### config.mk
export PLATFORM = sky130hd
export DESIGN_NAME = srb_single_row_buffer
export DESIGN_NICKNAME = d
export VERILOG_FILES = /design/src/core/srb_pkg.sv /design/src/core/single_row_buffer.sv
export SDC_FILE = /design/constraint.sdc
export NUM_CORES = 1
export LEC_CHECK = 0
export BUFFER_PORTS_ARGS = -buffer_cell sky130_fd_sc_hd__buf_2
export CAP_MARGIN = 10
export CORE_MARGIN = 2
export CORE_UTILIZATION = 55
export CTS_BUF_LIST = sky130_fd_sc_hd__clkbuf_4 sky130_fd_sc_hd__clkbuf_8
export DETAILED_ROUTE_END_ITERATION = 7
export GPL_ROUTABILITY_DRIVEN = 0
export GPL_TIMING_DRIVEN = 0
export PLACE_DENSITY = 0.7
export SLEW_MARGIN = 20
export SYNTH_ARGS = -nofsm -noshare
export SYNTH_HDL_FRONTEND = slang
export SYNTH_SLANG_ARGS = --single-unit
### constraint.sdc
create_clock -name i_core_clk -period 4.5 [get_ports i_core_clk]
set_input_delay 1.125 -clock i_core_clk [delete_from_list [all_inputs] [get_ports i_core_clk]]
set_output_delay 1.125 -clock i_core_clk [all_outputs]
set_load 0.05 [all_outputs]
### src/core/srb_pkg.sv
// Package with constants and types for the single row buffer
// Behaviour
// - Latches and counter update on the falling edge of the character clock.
// - Input byte is latched on every character clock, regardless of enables.
// - Address counter advances only while count gate is high.
// - Write enable low forwards input latch to output and stores it in RAM.
// - RAM is written only while loading (gate high on the previous clock) and write enable low.
// - Falling edge on counter clear resets the address counter to zero.
// - First gated clock only latches; the next stores at location zero, then increment, latch, store.
// - Loading stops one clock after gate drops or when buffer is full.
// - While writing, output shows each byte as it is stored, one clock after it is latched.
// - With write enable high, stored bytes are replayed from RAM in order.
// - Overflow flag goes high when the counter reaches its maximum count.
// - Output enable low drives the data outputs, high releases them.
// - Bytes are eight bits wide; row length set by the gate duration.
// - Capacity is 135 bytes, or 83 for the smaller variant.
package srb_pkg;
  localparam int          SRB_DATA_W    = 8;
  localparam int          SRB_DEPTH_BIG = 135;
  localparam int          SRB_DEPTH_SML = 83;
  localparam int          SRB_ADDR_W    = 8;
  localparam logic [7:0]  SRB_BYTE_RST  = 8'h00;
  localparam logic [7:0]  SRB_ADDR_RST  = 8'h00;

  typedef struct packed {
    logic       count_gate;
    logic       write_enable_n;
    logic       counter_clear_n;
    logic       char_clk;
  } srb_ctrl_t;

  // Pin idle levels; character clock starts low so no false falling edge follows reset
  localparam srb_ctrl_t   SRB_CTRL_RST  = '{count_gate: 1'b0, write_enable_n: 1'b1,
                                            counter_clear_n: 1'b1, char_clk: 1'b0};
endpackage : srb_pkg

### src/core/single_row_buffer.sv
// Single data-row video buffer with RAM replay
module srb_single_row_buffer
  import srb_pkg::*;
#(
  parameter int DEPTH = SRB_DEPTH_BIG
)(
  input  wire logic                  i_core_clk,
  input  wire logic                  i_reset_n,
  input  wire logic                  i_char_clk,
  input  wire logic                  i_write_enable_n,
  input  wire logic                  i_counter_clear_n,
  input  wire logic                  i_count_gate,
  input  wire logic                  i_output_enable_n,
  input  wire logic [SRB_DATA_W-1:0] i_input_byte,
  output logic      [SRB_DATA_W-1:0] o_output_byte,
  output logic      [SRB_DATA_W-1:0] o_output_byte_oe,
  output logic                       o_overflow_flag
);
  localparam logic [SRB_ADDR_W-1:0] MAX_ADDR = SRB_ADDR_W'(DEPTH - 1);

  // Pin synchronisers: stage one is read only by stage two
  srb_ctrl_t                 sync1_reg, sync1_next;
  srb_ctrl_t                 sync2_reg, sync2_next;
  srb_ctrl_t                 prev_reg,  prev_next;
  logic [SRB_DATA_W-1:0]     din1_reg,  din1_next;
  logic [SRB_DATA_W-1:0]     din2_reg,  din2_next;
  logic                      oen1_reg,  oen1_next;
  logic                      oen2_reg,  oen2_next;

  logic [SRB_DATA_W-1:0]     mem [DEPTH];
  logic [SRB_DATA_W-1:0]     in_latch_reg,  in_latch_next;
  logic [SRB_DATA_W-1:0]     out_latch_reg, out_latch_next;
  logic [SRB_ADDR_W-1:0]     addr_reg,      addr_next;
  logic                      loading_reg,   loading_next;
  logic                      full_reg,      full_next;
  logic                      clr_pend_reg,  clr_pend_next;
  logic [SRB_DATA_W-1:0]     oe_reg,        oe_next;
  logic                      ovf_reg,       ovf_next;

  logic                      fall;
  logic                      clr_fall;
  logic                      wr_now;

  // High-to-low step between the previous and the current synchronised sample
  function automatic logic falling(input logic was_v, input logic now_v);
    falling = was_v & ~now_v;
  endfunction : falling

  always_comb
  begin
    sync1_next = '{count_gate: i_count_gate, write_enable_n: i_write_enable_n,
                   counter_clear_n: i_counter_clear_n, char_clk: i_char_clk};
    sync2_next = sync1_reg;
    prev_next  = sync2_reg;
    din1_next  = i_input_byte;
    din2_next  = din1_reg;
    oen1_next  = i_output_enable_n;
    oen2_next  = oen1_reg;
  end

  always_ff @(posedge i_core_clk)
  begin
    if (!i_reset_n)
    begin
      sync1_reg <= SRB_CTRL_RST;
      sync2_reg <= SRB_CTRL_RST;
      prev_reg  <= SRB_CTRL_RST;
      din1_reg  <= SRB_BYTE_RST;
      din2_reg  <= SRB_BYTE_RST;
      oen1_reg  <= 1'b1;
      oen2_reg  <= 1'b1;
    end
    else
    begin
      sync1_reg <= sync1_next;
      sync2_reg <= sync2_next;
      prev_reg  <= prev_next;
      din1_reg  <= din1_next;
      din2_reg  <= din2_next;
      oen1_reg  <= oen1_next;
      oen2_reg  <= oen2_next;
    end
  end

  // Falling edge of the character clock is the one-cycle working enable
  assign fall     = falling(prev_reg.char_clk, sync2_reg.char_clk);
  assign clr_fall = falling(prev_reg.counter_clear_n, sync2_reg.counter_clear_n);

  // Write happens with the byte latched on the previous falling edge
  assign wr_now = fall & loading_reg & ~full_reg & ~sync2_reg.write_enable_n;

  always_comb
  begin
    in_latch_next  = in_latch_reg;
    out_latch_next = out_latch_reg;
    addr_next      = addr_reg;
    loading_next   = loading_reg;
    full_next      = full_reg;
    clr_pend_next  = clr_pend_reg | clr_fall;
    ovf_next       = (addr_reg == MAX_ADDR);
    oe_next        = {SRB_DATA_W{~oen2_reg}};
    if (fall)
    begin
      in_latch_next = din2_reg;
      if (!sync2_reg.write_enable_n)
        out_latch_next = in_latch_reg;
      else
        out_latch_next = mem[addr_reg];
      // Loading covers the gated clocks after the first, plus the one after the gate drops
      loading_next = sync2_reg.count_gate;
      if (clr_pend_reg | clr_fall)
      begin
        addr_next     = SRB_ADDR_RST;
        full_next     = 1'b0;
        clr_pend_next = 1'b0;
      end
      else if (sync2_reg.count_gate & loading_reg)
      begin
        if (addr_reg == MAX_ADDR)
          full_next = 1'b1;
        else
          addr_next = addr_reg + SRB_ADDR_W'(1);
      end
    end
  end

  always_ff @(posedge i_core_clk)
  begin
    if (wr_now)
      mem[addr_reg] <= in_latch_reg;
  end

  always_ff @(posedge i_core_clk)
  begin
    if (!i_reset_n)
    begin
      in_latch_reg  <= SRB_BYTE_RST;
      out_latch_reg <= SRB_BYTE_RST;
      addr_reg      <= SRB_ADDR_RST;
      loading_reg   <= 1'b0;
      full_reg      <= 1'b0;
      clr_pend_reg  <= 1'b0;
      oe_reg        <= '0;
      ovf_reg       <= 1'b0;
    end
    else
    begin
      in_latch_reg  <= in_latch_next;
      out_latch_reg <= out_latch_next;
      addr_reg      <= addr_next;
      loading_reg   <= loading_next;
      full_reg      <= full_next;
      clr_pend_reg  <= clr_pend_next;
      oe_reg        <= oe_next;
      ovf_reg       <= ovf_next;
    end
  end

  assign o_output_byte    = out_latch_reg;
  assign o_output_byte_oe = oe_reg;
  assign o_overflow_flag  = ovf_reg;
endmodule : srb_single_row_buffer

# == Word level (Yosys, flattened, before mapping) ==
# Memory sizes are Yosys's and may differ from the RTL's. A register that Yosys moved wholly into a read port is not among the register bits.
# Cells that the tools add are included.
# word_totals
register_bits,57
in_bits,15
mem_bits_ro,0
mem_bits_rw,1080
memories,1
latchBits,0
# classes
shifts,0
mul,0
n_reduce_logical,5
div,0
muxes,11
add_sub_neg,1
eq_ne,2
n_bitwise,13
order_cmp,0
# mem_list
memory,depth,word_bits,read_ports,rd_ports_with_merged_regs,write_ports,line,rtl
mem,135,8,1,1,1,single_row_buffer.sv:30,logic [SRB_DATA_W-1:0] mem [DEPTH];
# ops
cell,count
$mux 8,6
$add 8x1->8 const B,1
$eq 8x8->1 const B,1
$and 1x1->1,6
$not 1->1,6
$reduce_and 3->1,2
$mux 1,5
$reduce_bool 2->1,2
$ne 2x1->1 const B,1
$reduce_or 2->1,1
$or 1x1->1,1

# == Depth between registers and ports, before layout ==
# Gate-level depths: netlist of run 1.
# logic_depth
depth_word,7
mapped_depth,12
depth_no_buf,8

# == Worst setup path before layout of run 1 ==
# OpenSTA, ideal clock, no wires.
# synth_path
path_type,flip-flop to flip-flop
startpoint,reg in_latch_reg[3]
endpoint,"reg out_latch_reg[3], in the netlist o_output_byte[3]"
period_less_slack_ns,2.750
path_stages_with_launch,6
t_arrival_ns,2.672
setup_time_ns,0.078
setup_slack_ns,1.750
path_cell_list,dfxtp_1 > nor3b_1 > a21oi_1 > o21ai_0 > nor3b_1 > nor3_1
# synth_between
elab_chain_len,1
# synth_rtl
item,line,rtl
"start, declared",single_row_buffer.sv:31,"logic [SRB_DATA_W-1:0] in_latch_reg, in_latch_next;"
"start signal, assigned",single_row_buffer.sv:148,in_latch_reg <= in_latch_next;
$mux 8,single_row_buffer.sv:105,if (!sync2_reg.write_enable_n)
"end signal, assigned",single_row_buffer.sv:149,out_latch_reg <= out_latch_next;
"end, declared",single_row_buffer.sv:32,"logic [SRB_DATA_W-1:0] out_latch_reg, out_latch_next;"
# Every way passes these cells.
# A chain may end at the register's enable or synchronous reset.

==> results of run 1 <==
==> worst paths after layout <==
path / from / to / slack, ns / cells after the start
setup / recovery: register / o_output_byte[6] / 0.1 / 8
hold / removal: sync1_reg[1] / prev_next[1] / 0.41 / 1
setup reg to reg: register / o_output_byte[6] / 0.1 / 8
hold reg to reg: sync1_reg[1] / prev_next[1] / 0.41 / 1
==> kinds of logic after synthesis <==
kind of cell / after synthesis
AO/OA/AOI/OAI: 216
flip-flops: 1145
AND/OR/NAND/NOR: 363
multiplexers: 346
buffers and inverters: 154
adder cells (fa/ha/maj): 4
XOR/XNOR: 5
==> cell usage after synthesis, types with 7 or more instances <==
| master | number | area share, % |
|---|---|---|
| edfxtp_1 | 1080 | 73 |
| mux4_2 | 244 | 12 |
| nor2_1 | 164 | 1.4 |
| mux2i_1 | 91 | 2.1 |
| nand2_1 | 71 | 0.60 |
| dfxtp_1 | 65 | 2.9 |
| clkbuf_1 | 61 | 0.52 |
| a21oi_1 | 42 | 0.47 |
| a22oi_1 | 32 | 0.54 |
| nand3_1 | 32 | 0.36 |
| o221ai_1 | 31 | 0.61 |
| buf_2 | 26 | 0.29 |
| buf_4 | 25 | 0.42 |
| o22ai_1 | 24 | 0.34 |
| and2_1 | 23 | 0.32 |
| nor3_1 | 18 | 0.20 |
| o21ai_0 | 16 | 0.18 |
| buf_6 | 15 | 0.38 |
| inv_1 | 13 | 0.11 |
| o21ai_1 | 13 | 0.15 |
| a211oi_1 | 12 | 0.20 |
| nor2b_1 | 12 | 0.17 |
| mux2_2 | 11 | 0.28 |
| nand2b_1 | 10 | 0.14 |
| o211ai_1 | 10 | 0.17 |
| nand4_1 | 8 | 0.11 |
| buf_1 | 7 | 0.059 |
==> per-stage QoR <==
stage	area (µm²)	setup slack, ns	std cells	util [%]
6_report	49600	0.0969	3651	61.8
5_1_grt	49600	0.253	3651	61.8
4_1_cts	49500	0.293	3650	61.8
3_5_place_dp	46100	0.312	3333	57.5
3_3_place_gp	45800	-0.523	3324	57.2
2_1_floorplan	44400	1.75	2233	-
==> power groups by stage <==
stage               Clock [µW]  Sequential [µW]  Combinational, µW
floorplan                    0            11800               32.5
CTS                       8530            11500               75.1
finish                    8510            11500               76.7
detailed placement           0            11700               74.8
global placement             0            11800               61.2
global route              8990            11500               80.3
==> cell type report <==
| class | count | area share (%) |
|---|---|---|
| Tap cell | 1060 | 2.68 |
| Multi-Input combinational cell | 934 | 19.7 |
| Clock inverter | 63 | 0.838 |
| Inverter | 16 | 0.121 |
| Sequential cell | 1145 | 68.1 |
| Antenna cell | 1 | 0.00505 |
| Clock buffer | 254 | 6.12 |
| Timing Repair Buffer | 40 | 0.752 |
| Buffer | 138 | 1.61 |
==> layer usage <==
| metal | vias up | wire, µm |
|---|---|---|
| met1 | 12698 | 45000 |
| met4 | 2 | 7240 |
| met5 | - | 13 |
| met2 | 1809 | 56800 |
| li1 | 9617 | - |
| met3 | 414 | 16300 |
==> results.md, run 1 <==
* Status: completed
* Initial antenna violation count at 5
* Top cell family by delay on the critical path: buffers and inverters
* GRT Total Usage at between 30% and 40%
* Count of pins over their slew limit at 0
* Internal power at between 15000 and 20000 µW
* DRT Pass-1 Iters at 6
* Synth Area in Compound Gates at ~3.4%
* Clk_lat worst skew at roughly 0.84 ns
* Sw frac at about a fifth
* Worst-path cell chain: clkbuf_1 -> clkbuf_1 -> clkbuf_1 -> o21ai_1 -> mux2i_1 -> o221ai_1 -> o211ai_1 -> o311ai_1
* Initial Util at a little under three fifths
* Synthesized area at between 40000 and 50000 µm²
* Avg Synthesized Cell Area at 19.9 µm²
* EDFF count, synth at roughly 1100
* Synth cell types at 61
* CP Launch Type: register
* Largest Register: mem
* Clock Tree Root: clkbuf_8
* Sequential Area at 33800 µm²
* Maximum vdd ir drop at ~0.28 mV
* Power Dens Cells at 406 nW/µm²
* Hold Slack at between 0.4 and 0.5 ns
* Commonest non-fill, non-tap cell in the layout: edfxtp_1
* CP max-delay cell: clkbuf_1
* Xor/xnor cell area share of the yosys netlist at 0.0987%
* WP buf/inv at 3
* DIE AREA at between 80000 and 90000 µm²
* Leak at about 0.015 µW
* Largest net degree at the start of global routing at 82
* Post-Synth Simple-Gate Area at ~3.7%
* Total power at slightly above 20000 µW
* CORE AREA at approximately 80000 µm²
* CP Data Required Time at around 5 ns
* Ys flop type: edfxtp_1
* Achievable frequency at ~0.23 GHz
* Synth-to-layout area growth at 11.7%
* Cell row count at 104
* FFs w/ async S/R, synth at 0%
* GRT busiest layer: met2
* Final number of hold-violating endpoints at 0
* Num ports at 32
* Vias in the first global route at ~24000
* PortBufs at 31
* Hold Buf Count CTS at 0
* CTS tree: yes
* Reg power frac at between 50 and 60%
* Worst Hold Class: reg2reg
* RSZ-0062 raised after global routing: false
* WL final at around 130 mm
* Synth Instances at approximately 2200
* #FFs+latches synth at around 1100
* Syn. warnings at 0
* Total CTS buffers at around 180
* Highest-count cells in the layout ignoring fill and taps: 1080 x edfxtp_1, 244 x mux4_2, 180 x clkbuf_8, 163 x nor2_1, 91 x mux2i_1
* Clock sinks at about 1100
* First-pass GRT wire length at between 150 and 200 mm
* Critical path's largest stage delay at 0.94 ns
* Multi-input gate area at 9790 µm²
* Post-detail-place hpwl at between 80 and 90 mm
* Crit share post-route at between 90% and 100%
* Clock group share of total power at 42.3%
* Most used cell, CP: clkbuf_1
* Global route overflow at 0
* Post-DR wirelength/cell at between 30 and 40 µm
* Fill cell count at about 5700
* Fraction of the mapped netlist area in adder cells at 0.113%
* Worst slew pin tran at between 1 and 1.5 ns
* DRC violations left at 0
* WP data arrival at approximately 5 ns
* Layout Nets at 2470
* Share of cells above drive strength 1 at around 26%
* Mux contribution to synthesized area at ~15%
* Grt met1 use at 40.8%
* Setup TNS at 0 ns
* Setup Viol. Count Final at 0
* Rel. slew slack at 16.9%
* Worst-path fanout max at 10
* Register area share after synthesis at about three quarters
* Vias per cell at 6.72
* Iteration-0 DRC count of the detailed router at ~4000
* Die W at between 200 and 300 µm
* Clk slew on worst S/H paths at ~0.06 ns
* CTS H-tree depth at 4
* Tmin final at between 4 and 5 ns
* Antenna violation net count after detailed routing at 0
* # Post-CTS Setup Buffers at 0
* GRT met2 Usage at 45.9%
* Max_cap viols at 0
* Post-cts resize count at 0
* GR met3 Demand/Resource at 10.4%
* Max FFs per register at roughly 1100
* Power share of the combinational group at less than 1%
* Net Switching at roughly 4000 µW
* Syn_nets at 2252
* CTS max path bufs at 3
* Die Ht at 288 µm
* Worst Setup End Kind: register
* Vias at about 25000
* Largest family of logic cells by synthesized area: multiplexers
* Final Skew at roughly 0.042 ns
* Critical path class: reg2reg
No activity file was read; power rests on OpenSTA's default activity.
==> run 2, diff against run 1 <==
--- a/config.mk
+++ b/config.mk
@@ -7,7 +7,6 @@
 export LEC_CHECK = 0
 export BUFFER_PORTS_ARGS = -buffer_cell sky130_fd_sc_hd__buf_2
 export CAP_MARGIN = 10
-export CORE_MARGIN = 2
 export CORE_UTILIZATION = 55
 export CTS_BUF_LIST = sky130_fd_sc_hd__clkbuf_4 sky130_fd_sc_hd__clkbuf_8
 export DETAILED_ROUTE_END_ITERATION = 7
==> constraint.sdc (replaced) <==
create_clock -name i_core_clk -period 4.5 [get_ports i_core_clk]
set_input_delay 1.125 -clock i_core_clk [delete_from_list [all_inputs] [get_ports i_core_clk]]
set_output_delay 1.125 -clock i_core_clk [all_outputs]
set_load 0.1 [all_outputs]
==> run 2 against run 1 <==
  * The run now ends with DRC left
  * Highest routed layer is now met4
  * Critical endpoint is now o_output_byte[3]
  * Critical path type unchanged
  * Clock skew grew 0.0074 ns
  * Core utilization grew 0.66 points
  * Flip-flop and latch count stayed put
  * Via count down 0.55%
  * Sequential power about the same
  * Clock power increased by 1%
  * Final cell count decreased by 0.22%
==> results.md, run 2 (synthesis gave the netlist of run 1 again) <==
* Maximum vdd ir drop at 0.269 mV
* Power Dens Cells at 407 nW/µm²
* Violated checks: DRC
* CTS H-tree depth at 4
* Max_cap viols at 0
* Clk slew on worst S/H paths at approximately 0.070 ns
* Net Switching at approximately 4200 µW
* Vias in the first global route at 24123
* Die W at roughly 290 µm
* Post-detail-place hpwl at about 83 mm
* RSZ-0062 raised after global routing: false
* # Post-CTS Setup Buffers at 0
* PortBufs at 31
* Reg power frac at between 50% and 60%
* Largest Register: mem
* Highest-count cells in the layout ignoring fill and taps: 1080 x edfxtp_1, 244 x mux4_2, 180 x clkbuf_8, 164 x nor2_1, 91 x mux2i_1
* Internal power at 16100 µW
* Total power at 20200 µW
* Post-cts resize count at 0
* Largest net degree at the start of global routing at approximately 80
* Hold Slack at a little under 0.4 ns
* Die Ht at 286 µm
* GRT Total Usage at 31.3%
* Total CTS buffers at 175
* Worst Setup End Kind: register
* Sw frac at 20.6%
* Final Skew at 0.0494 ns
* Synth-to-layout area growth at 11.8%
* Status: complete, but fails checks
* Max FFs per register at 1080
* Clock Tree Root: clkbuf_8
* Vias per cell at ~6.7
* Power share of the combinational group at less than 1%
* Register-to-register path setup slack at between 0.1 and 0.15 ns
* Clock sinks at roughly 1100
* Critical path class: reg2reg
* Final number of hold-violating endpoints at 0
* Commonest non-fill, non-tap cell in the layout: edfxtp_1
* DIE AREA at 81800 µm²
* Count of pins over their slew limit at 0
* Clock group share of total power at between 40% and 50%
* DRC violations left at 4
* DRT Pass-1 Iters at 8
* First-pass GRT wire length at ~180 mm
* Worst slew pin tran at approximately 1.3 ns
* WL final at approximately 130 mm
* CP Data Required Time at roughly 5.3 ns
* Tmin final at around 4.4 ns
* WP data arrival at 5.15 ns
* Placed Area at 46100 µm²
* Rel. slew slack at 13.9%
* Design Area, Final at a little under 50000 µm²
* Worst Hold Class: reg2reg
* Vias at 24406
* Share of cells above drive strength 1 at 25.5%
* Cell row count at about 100
* Finished Core Util at between 60% and 70%
* Hold Buf Count CTS at 0
* Initial Util at a little under three fifths
* Global route overflow at 0
* CTS max path bufs at 3
* CP Launch Type: register
* Setup Viol. Count Final at 0
* Layout Nets at about 2500
* Setup TNS at 0 ns
* Post-DR wirelength/cell at ~34 µm
* CTS tree: yes
* Num ports at 32
* Clk_lat worst skew at roughly 0.86 ns
* Fill cell count at 5502
* CORE AREA at between 70000 and 80000 µm²
* Initial antenna violation count at 2
* Iteration-0 DRC count of the detailed router at roughly 3700
* Crit share post-route at about 97%
* Leak at 0.0155 µW
* Antenna violation net count after detailed routing at 0
* Worst-path fanout max at 10
* Achievable frequency at about 0.23 GHz
-- run 2: cell count changes in the layout (fill, tap and decap cells not counted), sizes merged --
cell,previous run,this run
clkbuf,316,302
clkinv,50,61
buf,116,119
bufinv,2,5
clkinvlp,5,3
diode,1,2
-- run 2: stage by stage --
stage,std cells,worst slack [ns]
2_1_floorplan,2233,1.73
3_3_place_gp,3314,-0.199
3_5_place_dp,3325,0.505
4_1_cts,3640,0.462
5_1_grt,3642,0.377
6_report,3643,0.115
-- run 2: power by group through the flow --
stage	registers [µW]	clock network, µW	logic [µW]
3_3_place_gp	11800	0	74.7
6_report	11500	8600	90.6
2_1_floorplan	11800	0	38.8
5_1_grt	11500	9040	95.6
4_1_cts	11500	8610	90.1
3_5_place_dp	11700	0	89.7
-- run 2: worst paths after layout --
path | startpoint | endpoint | depth (start not counted)
setup / recovery | register | o_output_byte[3] | 7
hold / removal | oen2_reg | o_output_byte_oe[0] | 1
setup reg to reg | register | o_output_byte[3] | 7
hold reg to reg | oen2_reg | o_output_byte_oe[0] | 1
-- run 2: critical path: stages (launching register included) --
cell and delay (ns):
dfxtp_1 0.31, clkbuf_1 0.52, clkbuf_1 1.01, clkbuf_1 0.93
nor2_1 0.16, a2111oi_0 1.00, nor4_1 0.11, nor3_1 0.24
-- run 2: layout make-up --
class | instances | area (µm²) | area share, %
flip-flops and latches | 1145 | 33800 | 68.1
multi-input cells | 934 | 9780 | 19.7
clock buffers | 240 | 2930 | 5.90
well taps | 1050 | 1310 | 2.65
plain buffers | 138 | 796 | 1.60
clock inverters | 75 | 534 | 1.08
repair buffers | 43 | 424 | 0.855
inverters | 16 | 60.1 | 0.121
diodes | 2 | 5.00 | 0.0101
-- run 2: layer usage --
metal | wire length [µm] | track usage, % | vias up | share of wire [%]
li1 | - | - | 9613 | -
met1 | 44600 | 40.9 | 12593 | 35
met2 | 57600 | 46.9 | 1839 | 46
met3 | 16600 | 10.8 | 361 | 13
met4 | 6880 | 16.1 | 0 | 5.5
met5 | 0 | 0 | - | 0
